`src/logic/arp_pkg.sv`:
```
package arp_pkg;

  // ****************************************
  // timing
  // ****************************************
  localparam int unsigned CLOCK_HZ        = 40_000_000;
  localparam int unsigned CONV_MAX_NS     = 4700;
  localparam int unsigned CONV_MAX_CYCLES = CONV_MAX_NS / (1_000_000_000 / CLOCK_HZ);
  localparam int unsigned DO_DELAY_CYCLES = 1;
  localparam logic [7:0]  CONV_CYCLES     = 8'hb4;
  localparam logic [7:0]  CNT_ZERO        = 8'h00;
  localparam int unsigned RESULT_W        = 16;
  localparam int unsigned BYTE_W          = 8;
  localparam int unsigned FIFO_DEPTH      = 4;
  localparam logic [15:0] RESULT_RESET    = 16'h0000;

  // ****************************************
  // types
  // ****************************************
  typedef enum logic [2:0] {
    ST_IDLE    = 3'b000,
    ST_ACQUIRE = 3'b001,
    ST_CONVERT = 3'b010,
    ST_DONE    = 3'b011,
    ST_READ    = 3'b100
  } arp_state_e;

  typedef struct packed {
    logic       chip_select_n;
    logic       read_convert_sel;
    logic       upper_byte_sel;
  } arp_host_s;

  typedef struct packed {
    logic [7:0] data;
    logic [7:0] oe;
  } arp_bus_s;

endpackage : arp_pkg

```
`src/logic/arp_readout.sv`:
```
`timescale 1ns/1ps
// ****************************************
// small fifo for conversion samples
// ****************************************
module arp_fifo #(
  parameter int unsigned WIDTH = 16,
  parameter int unsigned DEPTH = 4
) (
  input  wire logic             i_clock,
  input  wire logic             i_nrst,
  input  wire logic             i_in_valid,
  output logic                  o_in_ready,
  input  wire logic [WIDTH-1:0] i_in_data,
  output logic                  o_out_valid,
  input  wire logic             i_out_ready,
  output logic      [WIDTH-1:0] o_out_data
);
  localparam int unsigned AW = $clog2(DEPTH);
  logic [WIDTH-1:0] mem [DEPTH];
  logic [AW-1:0]    wr_ptr;
  logic [AW-1:0]    rd_ptr;
  logic [AW:0]      count;
  logic             push;
  logic             pop;
  logic [AW:0]      next_count;

  assign push        = i_in_valid && o_in_ready;
  assign pop         = o_out_valid && i_out_ready;
  assign next_count  = count + (AW+1)'(push) - (AW+1)'(pop);
  assign o_out_valid = (count != '0);

  // ready registered from the next occupancy, so the port leaves a flop;
  // it always equals what the settled count would give this cycle
  always_ff @(posedge i_clock or negedge i_nrst) begin
    if (!i_nrst) o_in_ready <= 1'b1;
    else         o_in_ready <= (next_count < (AW+1)'(DEPTH));
  end
  assign o_out_data  = mem[rd_ptr];

  // storage write, no reset needed on data
  always_ff @(posedge i_clock) begin
    if (push) begin
      mem[wr_ptr] <= i_in_data;
    end
  end

  // pointers and occupancy
  always_ff @(posedge i_clock or negedge i_nrst) begin
    if (!i_nrst) begin
      wr_ptr <= '0;
      rd_ptr <= '0;
      count  <= '0;
    end else begin
      if (push) wr_ptr <= (wr_ptr == AW'(DEPTH-1)) ? '0 : wr_ptr + 1'b1;
      if (pop)  rd_ptr <= (rd_ptr == AW'(DEPTH-1)) ? '0 : rd_ptr + 1'b1;
      count <= next_count;
    end
  end
endmodule : arp_fifo

// ****************************************
// parallel result readout
// ****************************************
module arp_readout
  import arp_pkg::*;
(
  input  wire logic                i_clock,
  input  wire logic                i_nrst,
  input  wire arp_pkg::arp_host_s  i_host,
  input  wire logic [15:0]         i_sample,
  input  wire logic                i_sample_valid,
  output logic                     o_sample_ready,
  output arp_pkg::arp_bus_s        o_result_bus,
  output logic                     o_conversion_done_n,
  output logic                     o_reference_on,
  output logic                     o_acquiring
);
  import arp_pkg::*;

  arp_state_e  state;
  arp_state_e  next_state;
  logic        cs_prev;
  logic        cs_fall;
  logic [7:0]  conv_cnt;
  logic [15:0] result;
  logic        shutdown_sel;
  logic [1:0]  do_cnt;
  logic        fifo_valid;
  logic        fifo_take;
  logic [15:0] fifo_data;
  logic [7:0]  conv_age;

  // ****************************************
  // helpers
  // ****************************************
  // hold edge: second select fall seen while acquiring
  function automatic logic hold_edge(input arp_state_e st, input logic fall);
    return (st == ST_ACQUIRE) && fall;
  endfunction : hold_edge

  // byte steering for the output mux
  function automatic logic [7:0] pick_byte(input logic [15:0] word, input logic upper);
    return upper ? word[15:8] : word[7:0];
  endfunction : pick_byte

  // samples from the analog front end queue here; conversion stalls if empty
  arp_fifo #(.WIDTH(RESULT_W), .DEPTH(FIFO_DEPTH)) u_fifo (
    .i_clock     (i_clock),
    .i_nrst      (i_nrst),
    .i_in_valid  (i_sample_valid),
    .o_in_ready  (o_sample_ready),
    .i_in_data   (i_sample),
    .o_out_valid (fifo_valid),
    .i_out_ready (fifo_take),
    .o_out_data  (fifo_data)
  );

  assign cs_fall   = cs_prev && !i_host.chip_select_n;
  assign fifo_take = (state == ST_CONVERT) && (conv_cnt == CNT_ZERO) && fifo_valid;

  // select edge detector
  always_ff @(posedge i_clock or negedge i_nrst) begin
    if (!i_nrst) cs_prev <= 1'b1;
    else         cs_prev <= i_host.chip_select_n;
  end

  // sequence of select edges
  always_comb begin
    next_state = state;
    unique case (state)
      ST_IDLE:    if (cs_fall && !i_host.read_convert_sel) next_state = ST_ACQUIRE;
      ST_ACQUIRE: if (cs_fall) next_state = ST_CONVERT;
      ST_CONVERT: if (fifo_take) next_state = ST_DONE;
      ST_DONE:    if (cs_fall && i_host.read_convert_sel) next_state = ST_READ;
      ST_READ:    if (i_host.chip_select_n) next_state = ST_IDLE;
      default:    next_state = ST_IDLE;
    endcase
  end

  always_ff @(posedge i_clock or negedge i_nrst) begin
    if (!i_nrst) state <= ST_IDLE;
    else         state <= next_state;
  end

  // internal conversion timer, stays inside the 4.7 us budget
  always_ff @(posedge i_clock or negedge i_nrst) begin
    if (!i_nrst) begin
      conv_cnt <= CNT_ZERO;
    end else if (hold_edge(state, cs_fall)) begin
      conv_cnt <= CONV_CYCLES;
    end else if (state == ST_CONVERT && conv_cnt != CNT_ZERO) begin
      conv_cnt <= conv_cnt - 8'h01;
    end
  end

  // cycles spent converting; only the budget check reads it
  // saturates so a long stall on an empty queue cannot wrap back to legal
  always_ff @(posedge i_clock or negedge i_nrst) begin
    if (!i_nrst) conv_age <= CNT_ZERO;
    else if (state != ST_CONVERT) conv_age <= CNT_ZERO;
    else if (conv_age != 8'hff) conv_age <= conv_age + 8'h01;
  end

  // result latch, untouched until next conversion
  always_ff @(posedge i_clock or negedge i_nrst) begin
    if (!i_nrst) result <= RESULT_RESET;
    else if (fifo_take) result <= fifo_data;
  end

  // power mode chosen at the hold edge
  always_ff @(posedge i_clock or negedge i_nrst) begin
    if (!i_nrst) begin
      shutdown_sel   <= 1'b0;
      o_reference_on <= 1'b0;
    end else begin
      if (hold_edge(state, cs_fall)) shutdown_sel <= i_host.read_convert_sel;
      if (next_state == ST_ACQUIRE) o_reference_on <= 1'b1;
      else if (fifo_take && shutdown_sel) o_reference_on <= 1'b0;
    end
  end

  always_ff @(posedge i_clock or negedge i_nrst) begin
    if (!i_nrst) o_acquiring <= 1'b0;
    else         o_acquiring <= (next_state == ST_ACQUIRE);
  end

  // end-of-conversion flag; low from completion through readout
  always_ff @(posedge i_clock or negedge i_nrst) begin
    if (!i_nrst) o_conversion_done_n <= 1'b1;
    else         o_conversion_done_n <= !(next_state == ST_DONE || next_state == ST_READ);
  end

  // output-valid delay after third fall
  always_ff @(posedge i_clock or negedge i_nrst) begin
    if (!i_nrst) do_cnt <= 2'h0;
    else if (next_state != ST_READ) do_cnt <= 2'h0;
    else if (do_cnt != 2'(DO_DELAY_CYCLES)) do_cnt <= do_cnt + 2'h1;
  end

  // byte mux and tri-state enables; released outside readout
  always_ff @(posedge i_clock or negedge i_nrst) begin
    if (!i_nrst) begin
      o_result_bus <= '0;
    end else if (next_state == ST_READ && do_cnt == 2'(DO_DELAY_CYCLES)) begin
      o_result_bus.data <= pick_byte(result, i_host.upper_byte_sel);
      o_result_bus.oe   <= 8'hff;
    end else begin
      o_result_bus.oe   <= 8'h00;
    end
  end

  // ****************************************
  // checks
  // ****************************************
  property p_bus_off;
    @(posedge i_clock) disable iff (!i_nrst)
      (state inside {ST_ACQUIRE, ST_CONVERT}) |=> o_result_bus.oe == 8'h00;
  endproperty
  a_bus_off: assert property (p_bus_off) else $error("bus driven during conversion");

  property p_release;
    @(posedge i_clock) disable iff (!i_nrst)
      (state == ST_READ && i_host.chip_select_n) |=> o_result_bus.oe == 8'h00;
  endproperty
  a_release: assert property (p_release) else $error("bus not released");

  property p_drive;
    @(posedge i_clock) disable iff (!i_nrst)
      (state == ST_DONE && cs_fall && i_host.read_convert_sel) ##1 !i_host.chip_select_n
        |=> o_result_bus.oe == 8'hff;
  endproperty
  a_drive: assert property (p_drive) else $error("bus not driven");

  property p_eoc;
    @(posedge i_clock) disable iff (!i_nrst)
      fifo_take |=> !o_conversion_done_n;
  endproperty
  a_eoc: assert property (p_eoc) else $error("done flag late");

  property p_ignore;
    @(posedge i_clock) disable iff (!i_nrst)
      (state == ST_IDLE && i_host.read_convert_sel) |=> state == ST_IDLE;
  endproperty
  a_ignore: assert property (p_ignore) else $error("start not ignored");

  property p_hold;
    @(posedge i_clock) disable iff (!i_nrst)
      hold_edge(state, cs_fall) |=> state == ST_CONVERT && conv_cnt == CONV_CYCLES;
  endproperty
  a_hold: assert property (p_hold) else $error("no hold on second fall");

  property p_stable;
    @(posedge i_clock) disable iff (!i_nrst)
      !fifo_take |=> $stable(result);
  endproperty
  a_stable: assert property (p_stable) else $error("result changed");

  property p_byte;
    @(posedge i_clock) disable iff (!i_nrst)
      (state == ST_READ && next_state == ST_READ && do_cnt == 2'(DO_DELAY_CYCLES) && !i_host.upper_byte_sel)
        |=> o_result_bus.data == result[7:0];
  endproperty
  a_byte: assert property (p_byte) else $error("wrong byte");

  property p_budget;
    @(posedge i_clock) disable iff (!i_nrst)
      (state == ST_CONVERT) |-> conv_age < 8'(CONV_MAX_CYCLES);
  endproperty
  a_budget: assert property (p_budget) else $error("conversion overrun");

  property p_shutdown;
    @(posedge i_clock) disable iff (!i_nrst)
      (fifo_take && shutdown_sel) |=> !o_reference_on;
  endproperty
  a_shutdown: assert property (p_shutdown) else $error("reference stayed on");

  property p_standby;
    @(posedge i_clock) disable iff (!i_nrst)
      (fifo_take && !shutdown_sel) |=> o_reference_on;
  endproperty
  a_standby: assert property (p_standby) else $error("reference dropped in standby");

  property p_start;
    @(posedge i_clock) disable iff (!i_nrst)
      (state == ST_IDLE && cs_fall && !i_host.read_convert_sel) |=> o_acquiring && o_reference_on;
  endproperty
  a_start: assert property (p_start) else $error("acquisition not started");

  property p_idle_flag;
    @(posedge i_clock) disable iff (!i_nrst)
      (state == ST_IDLE) |-> o_conversion_done_n && o_result_bus.oe == 8'h00;
  endproperty
  a_idle_flag: assert property (p_idle_flag) else $error("idle not quiet");

  property p_done_hold;
    @(posedge i_clock) disable iff (!i_nrst)
      (state == ST_READ && !i_host.chip_select_n) |=> !o_conversion_done_n;
  endproperty
  a_done_hold: assert property (p_done_hold) else $error("done flag lost in readout");

  property p_high_byte;
    @(posedge i_clock) disable iff (!i_nrst)
      (state == ST_READ && next_state == ST_READ && do_cnt == 2'(DO_DELAY_CYCLES) && i_host.upper_byte_sel)
        |=> o_result_bus.data == result[15:8];
  endproperty
  a_high_byte: assert property (p_high_byte) else $error("wrong upper byte");
endmodule : arp_readout

```
`config.mk`:
```
export PLATFORM = sky130hd
export DESIGN_NAME = arp_readout
export DESIGN_NICKNAME = d
export VERILOG_FILES = /design/src/logic/arp_pkg.sv /design/src/logic/arp_readout.sv
export SDC_FILE = /design/constraint.sdc
export NUM_CORES = 1
export LEC_CHECK = 0
export BUFFER_PORTS_ARGS = -buffer_cell sky130_fd_sc_hd__buf_2
export CAP_MARGIN = 20
export CORE_ASPECT_RATIO = 1.4
export CORE_UTILIZATION = 43
export CTS_CLUSTER_DIAMETER = 80
export DETAILED_ROUTE_END_ITERATION = 10
export PLACE_DENSITY_LB_ADDON = 0.15
export REMOVE_ABC_BUFFERS = 1
export SYNTH_ARGS = -nofsm -noshare
export SYNTH_HDL_FRONTEND = slang
export SYNTH_SLANG_ARGS = --single-unit
```
`constraint.sdc`:
```
create_clock -name i_clock -period 3.2 [get_ports i_clock]
set_input_delay 0.16 -clock i_clock [delete_from_list [all_inputs] [get_ports i_clock]]
set_output_delay 0.16 -clock i_clock [all_outputs]
set_load 0.03 [all_outputs]
```
# Word-level counts from Yosys, hierarchy flattened
# Memory sizes are Yosys's and may differ from the RTL's. A register that Yosys moved wholly into a read port is not among the register bits.
# Index checks and enable logic that the tools add are counted.
# classes
n_addsub,6
mul,0
div,0
order_cmp,1
n_eq_ne,12
n_shift,0
n_mux,18
bitwise,0
reduce_logical,23
# ops
cell,n
two-way mux 8 bit,4
two-way mux 3 bit,5
one-hot mux 3 bit (5 select lines),1
logical AND 1 bit,11
equality test 3 x 2 -> 1 bit (second input constant),3
zero test 8 bit,1
two-way mux 2 bit,4
nonzero test 8 bit,1
subtractor 8 x 1 -> 8 bit (second input constant),1
adder 2 x 1 -> 2 bit (second input constant),3
equality test 3 x 1 -> 1 bit (second input constant),2
equality test 3 bit (second input constant),2
nonzero test 2 bit,3
equality test 2 bit (second input constant),2
zero test 1 bit,4
two-way mux 1 bit,4
adder 3 x 1 -> 3 bit,1
zero test 3 bit,1
< comparator 3 bit (second input constant),1
inequality test 3 bit (second input constant),1
nonzero test 3 bit,1
subtractor 3 x 1 -> 3 bit,1
equality test 2 x 1 -> 1 bit (second input constant),1
inequality test 2 x 1 -> 1 bit (second input constant),1
logical OR 1 bit,1
# totals
reg_bits,42
latch_bits,0
mem_bits_rw,64
romBits,0
in_bits,22
out_inout_bits,20
elab_cells,75
mem_count,1
# memory_table
memory,depth,word_bits,rd,rd_ports_with_merged_regs,write_ports,line_no,text
u_fifo.mem,4,16,1,1,1,arp_readout.sv:19,logic [WIDTH-1:0] mem [DEPTH];

# Longest topological paths before layout
# logic_depth
word_depth,8
depth_mapped,13

# Modules after synthesis
# From an unflattened synthesis, not the netlist that was laid out.
# hier_totals
hier_cells,280
area_unflattened_um2,4889.7
# modules_own_cells
module,n_inst,cells_each,area_per_inst_um2
arp_fifo,1,122,2811.4
arp_readout,1,158,2078.2

# Worst setup path before layout
# No wires, ideal clock.
# synth_path
path_kind,flip-flop to flip-flop
start,reg conv_cnt[0]
end,reg u_fifo.count[2]
setup_time_ns,0.134
t_arrival_ns,2.834
required_time_ns,3.066
path_slack_ns,0.232
path_stages_with_launch,13
n_path_buf,2
path_cell_list,dfrtp_1 inv_1 ha_1 or4b_1 buf_2 or4_4 buf_6 inv_1 ha_1 inv_1 ha_1 fa_1 xor2_1
# synth_between
elab_chain_cells,5
# synth_rtl
item,line_no,text
"start, declared",arp_readout.sv:84,logic [7:0] conv_cnt;
"start signal, assigned",arp_readout.sv:152,conv_cnt <= conv_cnt - 8'h01;
zero test 8 bit,arp_readout.sv:119,assign fifo_take = (state == ST_CONVERT) && (conv_cnt == CNT_ZERO) && fifo_valid;
logical AND 1 bit (2 in a row),arp_readout.sv:119,
net fifo_take,arp_readout.sv:89,logic fifo_take;
logical AND 1 bit,arp_readout.sv:28,assign pop = o_out_valid && i_out_ready;
subtractor 3 x 1 -> 3 bit,arp_readout.sv:29,assign next_count = count + (AW+1)'(push) - (AW+1)'(pop);
net u_fifo.next_count[2],arp_readout.sv:25,logic [AW:0] next_count;
"end signal, assigned",arp_readout.sv:56,count <= next_count;
"end, declared",arp_readout.sv:22,logic [AW:0] count;
# The timed path passes the listed nets, and every way through them passes these cells.
# A chain may end at the register's enable or synchronous reset.

# Worst setup path in the final report
# layout_path
start,reg conv_cnt[0]
end,reg u_fifo.o_in_ready
# layout_between
elab_chain_cells,6
# layout_rtl
item,line_no,text
zero test 8 bit,arp_readout.sv:119,
logical AND 1 bit (2 in a row),arp_readout.sv:119,
net fifo_take,arp_readout.sv:89,
logical AND 1 bit,arp_readout.sv:28,
subtractor 3 x 1 -> 3 bit,arp_readout.sv:29,
net u_fifo.next_count[2],arp_readout.sv:25,
< comparator 3 bit,arp_readout.sv:36,else o_in_ready <= (next_count < (AW+1)'(DEPTH));
"end signal, assigned",arp_readout.sv:36,
"end, declared",arp_readout.sv:12,"output logic o_in_ready,"
# The timed path passes the listed nets, and every way through them passes these cells.

==> results.md <==
- Power Dens Cells: 813 mW/mm2
- Die height: 128 um
- Seq cells post-synth: 115
- Number of fill cells in the layout: 916
- Max Clk Rate: 0.339 GHz
- Pin count of the biggest net entering global routing: 35
- Yosys warnings: 0
- Initial antenna violation count: 0
- Proportion of power drawn by combinational gates: 0.196
- DP HPWL: 5.32 mm
- Flop pwr share: 0.417
- P_leak: 2.50 nW
- Final setup TNS: 0 ps
- Clock slew seen by the registers of the worst setup and hold paths: 60 ps
- Final period util: 0.922
- Vias in the first global route: 2714
- I/O Pins: 42
- Area share of fa/ha/maj cells after synthesis: 0.0295
- R2R depth: 11
- Max FO, Critical Path: 7
- Initial core utilization: 0.447
- Gp weighted congestion: 0.901
- Clock power share: 0.387
- WL final: 8.12 mm
- Synth top area share: 0.391
- Detailed-router iteration count before antenna repair: 4
- Initial DRC count: 85
- Number of remaining DRC errors: 0
- Critical Path Source Type: flip-flop
- Fin. Hold Viols: 0
- Simple-gate area share of the yosys netlist: 0.0591
- Unique masters post-synth: 51
- Buffers added on ports: 41
- Post-CTS Resized: 0
- Rows: 45
- Cell Area, Synth: 0.00491 mm2
- Min-delay worst type: input port to flip-flop
- Period minus WS final: 2950 ps
- Cell taking the most area after synthesis: edfxtp_1
- Layout Nets: 388
- Die area: 0.0119 mm2
- Synth Area in Compound Gates: 0.0387
- Setup Crit Path Kind: flip-flop to flip-flop
- Die W: 92.3 um
- Worst VDD drop: 0.000418 V
- Core Area: 0.0110 mm2
- Total grt overflow: 0
- WHS Path Cells: 3
- Number of post-CTS setup repair buffers: 0
- Setup crit end kind: flip-flop
- Wirelength per Cell: 15.9 um
- Main combinational cell family by area after synthesis: multiplexers
- Post-synth EDFFs: 64
- Seq/Total Area, Yosys: 0.652
- Pwr Total: 4.86 mW
- Mapped Cells: 294
- Mean cell area of the mapped netlist: 16.7 um2
- Max Cap Violations: 0
- Largest cells by area after synthesis: edfxtp_1 (39%), dfrtp_1 (24%), mux4_2 (7.3%)
- # diodes: 0
- Ys flop type: edfxtp_1
- CP required: 3540 ps
- CTS Buf Count: 17
- Status: finished, final reports clean
- Vias/cell: 5.19
- GRT Overall Usage: 0.157
- Clock Skews: 6.55 ps
- P&R area growth vs syn: 21.7%
- Clock Path Buffers: 2
- Cell internal pwr: 3.49 mW
- Critical Path AT: 3290 ps
- First-pass GRT wire length: 13.7 mm
- Top-count cell post-synth: edfxtp_1
- Max layer used: met4
- Synth Area in XOR/XNOR: 0.00535
- Via Count: 2642
- Relative max-transition margin: 0.417
- Max Transition Viols Final: 0
- Clock insertion delay at the later pin of the skew report: 410 ps
- Depth of the CTS H-tree: 4
- Mux contribution to synthesized area: 0.177
- CTS tree: yes
- Sw power: 1.37 mW
- Final ANT Viol Nets: 0
- Layout cells sized above 1: 0.383
- Ys async rst share: 0.443
- Met1 WL: 3.41 mm
- Commonest cells in the netlist: edfxtp_1 (64), dfrtp_1 (48), mux2_2 (18)
- Least-Margin Pin Slew: 875 ps
- Switching Fraction: 0.281
- Met2 WL: 4.25 mm
- Clk root buf: clkbuf_16
- RSZ-0062 raised after global routing: false
- TritonCTS Sinks: 115
- Final Setup Violations: 0
- Metal3 WL: 254 um
==> critical path, cell delays in order (launching register included) <==
cell and delay (ps):
dfrtp_1 420, inv_1 100, ha_1 190, or4b_1 570, or4_4 580, inv_1 70, ha_1 120, inv_1 40
ha_1 180, fa_1 370, xor2_1 190, inv_1 60
==> cell usage in the layout, fill, tap and decap left out, types with 2 or more instances in the layout <==
cell	count
clkbuf_16	17
or2_2	2
edfxtp_1	64
ha_1	10
mux4_2	16
and3_1	4
or3_1	3
o21ai_0	8
mux2_4	17
dfrtp_1	48
o41ai_1	2
a21oi_1	2
buf_2	41
nor3_1	4
clkinv_4	3
clkinvlp_4	3
inv_6	6
buf_4	5
nand3_1	4
inv_1	15
nor2_1	9
or3b_2	2
mux2i_1	5
o211ai_1	3
a211o_1	2
mux2_2	18
bufinv_16	2
nand3b_1	3
xor2_1	2
dlygate4sd3_1	18
dfstp_2	3
nand2_1	3
nor4b_1	2
==> cells by family (layout without fill, tap and decap cells) <==
logic type,count (synthesis),in the layout
buf+inv,37,111
simple gates,46,46
mux,56,56
flops,115,115
xor+xnor,3,3
fa+ha+maj,11,11
compound gates,26,26
==> per-layer routing <==
| layer | GRT usage | up-vias |
|---|---|---|
| met5 | 0 | - |
| met2 | 0.263 | 50 |
| met3 | 0.0420 | 18 |
| li1 | - | 1239 |
| met1 | 0.183 | 1335 |
| met4 | 0.0846 | 0 |
==> power groups by stage <==
stage | clock (mW) | combinational (mW) | sequential [mW]
6_report | 1.88 | 0.953 | 2.03
5_1_grt | 1.99 | 1.07 | 2.06
4_1_cts | 1.92 | 0.974 | 2.03
3_5_place_dp | 0 | 0.954 | 2.05
3_3_place_gp | 0 | 0.937 | 2.04
2_1_floorplan | 0 | 0.623 | 2.09
==> per-stage QoR <==
step / setup WS (ps) / cell area (um2) / utilization / std cells / hold slack [ps]
after floorplan: 198 / 4780 / - / 272 / -136
after global placement: 307 / 5200 / 0.473 / 459 / 285
after detailed placement: 249 / 5200 / 0.473 / 459 / 297
after CTS: 237 / 5980 / 0.544 / 509 / 41.0
after global routing: 67.3 / 5980 / 0.544 / 509 / 80.3
final: 250 / 5980 / 0.544 / 509 / 52.1
==> what timing repair did <==
item,in CTS,in global routing
endpoints found under the setup margin,0,0
hold endpoints to repair,95,0
hold buffers,18,0
==> flip-flops by register name, indices dropped and copies added (netlist names) <==
signal / flops
conv_cnt: 8
cs_prev: 1
do_cnt: 2
o_acquiring: 1
o_conversion_done_n: 1
o_reference_on: 1
o_result_bus: 9
result: 16
shutdown_sel: 1
state: 3
u_fifo.count: 3
u_fifo.mem: 64
u_fifo.o_in_ready: 1
u_fifo.rd_ptr: 2
u_fifo.wr_ptr: 2
==> layout make-up <==
type,instances,area (um2),share of cell area
clock buffer,17,425,0.0712
clock inverter,15,173,0.0289
inverter,15,56.3,0.00942
multi-input combinational,142,1520,0.254
sequential,115,3200,0.536
tap,141,176,0.0295
timing repair buffer,64,423,0.0708
==> final timing paths <==
path / from / endpoint / slack (ps)
worst max-delay path: conv_cnt[0]$_DFFE_PN0P_ / u_fifo.o_in_ready$_DFF_PN1_ / 250
worst max register to register: conv_cnt[0]$_DFFE_PN0P_ / u_fifo.o_in_ready$_DFF_PN1_ / 250
worst min-delay path: i_sample_valid / u_fifo.wr_ptr[1]$_DFFE_PN0P_ / 50
min in group asynchronous: i_nrst / u_fifo.count[1]$_DFF_PN0_ / 370
max in group asynchronous: i_nrst / o_result_bus[13]$_DFFE_PN0P_ / 2090
worst min register to register: shutdown_sel$_DFFE_PN0P_ / shutdown_sel$_DFFE_PN0P_ / 500
No activity file was read; power rests on OpenSTA's default activity.
